[config.mk]
export PLATFORM = sky130hd
export DESIGN_NAME = ssmux_seq0_select
export DESIGN_NICKNAME = d
export VERILOG_FILES = /design/src/design/ssmux_pkg.sv /design/src/design/ssmux_seq0_select.sv
export SDC_FILE = /design/constraint.sdc
export NUM_CORES = 1
export LEC_CHECK = 0
export BUFFER_PORTS_ARGS = -buffer_cell sky130_fd_sc_hd__buf_2
export CELL_PAD_IN_SITES_DETAIL_PLACEMENT = 1
export CELL_PAD_IN_SITES_GLOBAL_PLACEMENT = 1
export CORE_UTILIZATION = 29
export CTS_BUF_LIST = sky130_fd_sc_hd__clkbuf_8 sky130_fd_sc_hd__clkbuf_16
export CTS_CLUSTER_SIZE = 8
export DETAILED_ROUTE_END_ITERATION = 6
export PLACE_DENSITY_LB_ADDON = 0.3
export RECOVER_POWER = 25
export SKIP_CTS_REPAIR_TIMING = 1
export SLEW_MARGIN = 10
export SYNTH_ARGS = -nofsm -noshare
export SYNTH_HDL_FRONTEND = slang
export SYNTH_SLANG_ARGS = --single-unit
[constraint.sdc]
create_clock -name clk -period 3.4 [get_ports clk]
set_input_delay 0.34 -clock clk [delete_from_list [all_inputs] [get_ports clk]]
set_output_delay 0.34 -clock clk [all_outputs]
set_load 0.1 [all_outputs]
[src/design/ssmux_pkg.sv]
// Package holding register map, field layout and carrier types of the sequencer 0 input select block.
package ssmux_pkg;
	localparam int          STEP_COUNT       = 8;
	localparam int          FIELD_STRIDE     = 4;
	localparam int          SEL_WIDTH        = 1;
	localparam logic [11:0] SEQ0_SEL_OFFSET  = 12'h0040;
	localparam logic [31:0] SEQ0_SEL_RESET   = 32'h0000_0000;
	localparam logic [31:0] SEQ0_SEL_WMASK   = 32'h1111_1111;
	localparam logic [31:0] UNMAPPED_RDATA   = 32'h0000_0000;
	localparam logic [3:0]  STEP_SEL_RESET   = 4'h0;

	// One Avalon-MM request as seen by the slave.
	typedef struct packed {
		logic [11:0] address;
		logic        read;
		logic        write;
		logic [31:0] writedata;
		logic [3:0]  byteenable;
	} ssmux_req_t;

	// Per-step routing handed to the analog front end.
	typedef struct packed {
		logic [3:0] input_sel;
		logic       differential;
		logic [3:0] pos_input;
		logic [3:0] neg_input;
	} ssmux_route_t;

	typedef enum logic [1:0] {
		ssmux_idle,
		ssmux_answer
	} ssmux_bus_state_t;
endpackage

[src/design/ssmux_seq0_select.sv]
// Sequencer 0 analog input select register with per-step routing latch.
// Operation
// - One 32-bit word holds a separate input selection for each of the eight steps of sequencer 0.
// - Step k's selection sits at bit 4k, the last at bit 28, and each applies only during its own step.
// - The selection value is the number of the analog input converted, so one routes analog input 1.
// - Bits between the fields are read-only and software leaves them unchanged when it writes.
// - Every field is read/write and resets to zero, so after reset every step selects input 0.
// - With a step's differential flag set the field is a pair number i sampling inputs 2i and 2i+1.
`timescale 1ns/1ns
module ssmux_seq0_select (
	// Clock and reset.
	input  wire logic                clk,
	input  wire logic                reset,
	// Avalon-MM slave.
	input  wire logic [11:0]         address,
	input  wire logic                read,
	input  wire logic                write,
	input  wire logic [31:0]         writedata,
	input  wire logic [3:0]          byteenable,
	output logic      [31:0]         readdata,
	output logic                     waitrequest,
	// Sequencer side.
	input  wire logic                step_start,
	input  wire logic [2:0]          step_index,
	input  wire logic                step_differential,
	output ssmux_pkg::ssmux_route_t  route,
	output logic                     route_valid
);
	ssmux_pkg::ssmux_req_t      req;
	ssmux_pkg::ssmux_bus_state_t state, next_state;
	logic [31:0]                sel_word, next_sel_word;
	logic [31:0]                readdata_q, next_readdata;
	logic                       waitrequest_q, next_waitrequest;
	ssmux_pkg::ssmux_route_t    route_q, next_route;
	logic                       route_valid_q, next_route_valid;

	// Extracts the selection of one step from the word.
	function automatic logic [3:0] step_field(input logic [31:0] word, input logic [2:0] k);
		logic [3:0] f;
		f = 4'h0;
		f[ssmux_pkg::SEL_WIDTH-1:0] = word[k*ssmux_pkg::FIELD_STRIDE +: ssmux_pkg::SEL_WIDTH];
		return f;
	endfunction

	// Expands a byte enable into a bit mask.
	function automatic logic [31:0] byte_mask(input logic [3:0] be);
		logic [31:0] m;
		m = 32'h0000_0000;
		for (int i = 0; i < 4; i++) begin
			m[i*8 +: 8] = {8{be[i]}};
		end
		return m;
	endfunction

	assign req = '{address: address, read: read, write: write, writedata: writedata, byteenable: byteenable};

	// Every access takes one answer cycle; waitrequest drops for exactly one edge.
	always_comb begin
		next_state       = state;
		next_sel_word    = sel_word;
		next_readdata    = readdata_q;
		next_waitrequest = 1'b1;
		case (state)
			ssmux_pkg::ssmux_idle: begin
				if (req.read || req.write) begin
					next_state       = ssmux_pkg::ssmux_answer;
					next_waitrequest = 1'b0;
					if (req.read) begin
						// Reserved bits read as zero.
						next_readdata = (req.address == ssmux_pkg::SEQ0_SEL_OFFSET) ?
							(sel_word & ssmux_pkg::SEQ0_SEL_WMASK) : ssmux_pkg::UNMAPPED_RDATA;
					end
				end
			end
			ssmux_pkg::ssmux_answer: begin
				next_state = ssmux_pkg::ssmux_idle;
				// The write lands at the edge where the master sees waitrequest low, not before.
				if (req.write && req.address == ssmux_pkg::SEQ0_SEL_OFFSET) begin
					// Only the selection bits store; reserved bits ignore writes.
					next_sel_word = (sel_word & ~(ssmux_pkg::SEQ0_SEL_WMASK & byte_mask(req.byteenable)))
						| (req.writedata & ssmux_pkg::SEQ0_SEL_WMASK & byte_mask(req.byteenable));
				end
			end
			default: begin
				next_state = ssmux_pkg::ssmux_idle;
			end
		endcase
	end

	always_ff @(posedge clk or posedge reset) begin
		if (reset) begin
			state         <= ssmux_pkg::ssmux_idle;
			sel_word      <= ssmux_pkg::SEQ0_SEL_RESET;
			readdata_q    <= 32'h0000_0000;
			waitrequest_q <= 1'b1;
		end else begin
			state         <= next_state;
			sel_word      <= next_sel_word;
			readdata_q    <= next_readdata;
			waitrequest_q <= next_waitrequest;
		end
	end

	// The route is captured at step start and held, so later writes cannot disturb a running step.
	always_comb begin
		logic [3:0] f;
		f                = step_field(sel_word, step_index);
		next_route       = route_q;
		next_route_valid = 1'b0;
		if (step_start) begin
			next_route_valid        = 1'b1;
			next_route.input_sel    = f;
			next_route.differential = step_differential;
			if (step_differential) begin
				next_route.pos_input = {f[2:0], 1'b0};
				next_route.neg_input = {f[2:0], 1'b1};
			end else begin
				next_route.pos_input = f;
				next_route.neg_input = 4'h0;
			end
		end
	end

	always_ff @(posedge clk or posedge reset) begin
		if (reset) begin
			route_q       <= '0;
			route_valid_q <= 1'b0;
		end else begin
			route_q       <= next_route;
			route_valid_q <= next_route_valid;
		end
	end

	assign readdata    = readdata_q;
	assign waitrequest = waitrequest_q;
	assign route       = route_q;
	assign route_valid = route_valid_q;
endmodule

==> results.tsv <==
stage	metric	value	unit
status	status	completed	
timing	max-slew violations	0	
timing	RSZ-0062 raised after global routing	no	
clocking	CTS H-tree depth	1	
final_layout	share of cells above drive strength 1	46.7	%
placement	pre-CTS setup slack	1.40	ns
worst_setup_path	crit end category	flop	
clocking	Clock Sinks	23	
worst_hold_path	type of the worst min-delay path	in -> async	
logic_synthesis	Mapped Avg Cell Area	12.1	um^2
worst_setup_path	Crit Path Category	in -> reg	
worst_setup_path	WP data required	3.56	ns
worst_setup_path	Worst EP arrival	1.84	ns
clocking	CTS Root Cell	clkbuf_8	
placement	IO Port Bufs	48	
floorplanning	full die area	0.00459	mm^2
logic_synthesis	Yosys reg bits	23	
floorplanning	Die Y-Extent	67.8	um
clocking	latest clock arrival within the worst-skew pair	0.27	ns
grt	met2 usage	22.0	%
worst_setup_path	crit start category	input port	
logic_synthesis	Post-Synthesis Cells	104	
routing	DR pass1 iterations	2	
final_layout	synthesis-to-finish area growth	16.6	%
grt	remaining global-route overflow	0	
timing	Max-slew headroom	43.4	%
floorplanning	Initial Util	30.7	%
routing	Vias	856	
timing	final setup violation count	0	
timing	worst slew pin tran	0.847	ns
grt	Most Crowded Layer GR	met2	
grt	met3 track utilization from global routing	2.87	%
grt	met1 usage	14.8	%
power_and_ir_drop	Leakage	0.798	nW
worst_setup_path	RR Startpoint	state[0]	
grt	GRT Total Usage	12.8	%
timing	Final WS setup	1.72	ns
logic_synthesis	Unique masters post-synth	22	
routing	total wire length	2610	um
floorplanning	I/O pins	104	
clocking	clock buffer depth	2	
final_layout	Layout Cells excl Fill	202	
final_layout	Nets	210	
timing	Tmin final	1.68	ns
power_and_ir_drop	PD cells	469	mW/mm^2
grt	largest net degree at the start of global routing	24	
timing	final hold vios	0	
clocking	CTS buffer count	3	
routing	DRC errors left	0	
clocking	Reg clk slew, reported paths	0.08	ns
routing	Avg WL per Cell	12.9	um
worst_setup_path	Register-to-Register Path Depth	3	
timing	Period Utilization, post-route	49.5	%
placement	GP Congestion	0.769	
timing	clk_skew	0.00644	ns
worst_setup_path	Reg2Reg Setup Slack	1.88	ns
floorplanning	# rows	23	
logic_synthesis	Synth Cell Area	0.00125	mm^2
floorplanning	Die X	67.8	um
run	max-cap viol count	0	
grt	antenna violations before repair	0	
routing	DR iter-0 viols	15	
worst_setup_path	R2R Path End	readdata[0]	
placement	dpl hpwl	2130	um
timing	setup TNS	0	ns
final_layout	antenna cells	0	
timing	maximum clock rate	0.594	GHz
power_and_ir_drop	Worst VDD drop	0.000146	V
clocking	TritonCTS clock tree	done	
floorplanning	Core ar.	0.00409	mm^2
routing	vias per inst	4.24	
logic_synthesis	sequential fraction of the synthesis area	46.0	%
grt	vias in the first global route	903	
grt	first-pass GRT wire length	4220	um
worst_setup_path	Crit Path Max Fanout	5	
placement	placed cells	198	
logic_synthesis	Syn. warnings	0	
routing	Post-DRT Antenna Nets	0	
layout by cell type (no fill, tap or decap), types with 2 or more instances in the layout:
| cell type | n |
|---|---|
| clkbuf_8 | 3 |
| nor4_2 | 3 |
| dfrtp_1 | 22 |
| or4_4 | 2 |
| buf_2 | 47 |
| inv_1 | 5 |
| nand3_1 | 4 |
| nor2_1 | 2 |
| conb_1 | 31 |
| a22o_1 | 8 |
| nand2b_1 | 2 |
| nor4_4 | 2 |
| o22ai_1 | 2 |
| mux2_2 | 8 |
| mux4_2 | 2 |
layer usage:
layer | share of wire, % | vias up
met5 | 0 | -
met4 | 1.2 | 0
met3 | 8.9 | 4
met2 | 50 | 56
met1 | 40 | 399
li1 | - | 397
where the power goes:
group	switching, W	internal, W	leakage (nW)
clock network	0.0000880	0.0000819	0.0255
logic	0.000212	0.0000229	0.462
registers	0.00000333	0.000280	0.310
Yosys cell counts (all sizes together):
master / instances / area share (%)
or2: 1 / 0.50
o21ai: 1 / 0.40
or4b: 1 / 1.1
mux2i: 1 / 0.80
nand2b: 2 / 1.0
or4: 2 / 1.8
o22ai: 2 / 1.0
mux2: 8 / 7.2
inv: 5 / 1.5
buf: 33 / 20
mux4: 2 / 3.6
clkbuf: 1 / 0.30
nor4: 5 / 6.4
dfrtp: 22 / 44
nand3: 4 / 1.6
conb: 1 / 0.30
nor2: 2 / 0.60
dfstp: 1 / 2.1
nand2: 1 / 0.30
a22o: 8 / 5.6
a21oi: 1 / 0.40
through the flow:
stage               util (%)  hold slack, ns  area (um^2)  total power (W)
floorplan                  -           0.341         1370         0.000522
global placement        34.7           0.492         1420         0.000522
detailed placement      34.7           0.490         1420         0.000524
CTS                     35.9           0.264         1470         0.000694
global route            35.8           0.307         1460         0.000714
finish                  35.8           0.234         1460         0.000687
worst max-delay path: stages:
cell,delay [ns]
buf_2,0.10
or4_4,0.60
nor4_2,0.41
mux2_2,0.39
cell type report:
class,count,area [um^2]
Fill cell,495,2620
Sequential cell,23,577
Multi-Input combinational cell,72,520
Timing Repair Buffer,48,239
Tap cell,50,62.6
Clock buffer,3,41.3
Inverter,5,18.8
Clock inverter,1,5.00
cell families after synthesis:
group                  count (synthesis)  synth area share (%)
and+or+nand+nor                       18                  13.3
muxes                                 11                  11.6
AOI/OAI and AO/OA                     12                  7.38
other                                  1                 0.299
buffers and inverters                 39                  21.5
DFF                                   23                  46.0
worst max path at each step:
stage,start,to,slack [ns]
2_1_floorplan,address[5],flop,1.65
3_3_place_gp,address[5],flop,1.44
3_5_place_dp,address[5],flop,1.40
4_1_cts,address[5],flop,1.69
5_1_grt,address[5],flop,1.66
6_report,address[5],flop,1.72
No activity file was read; power rests on OpenSTA's default activity.
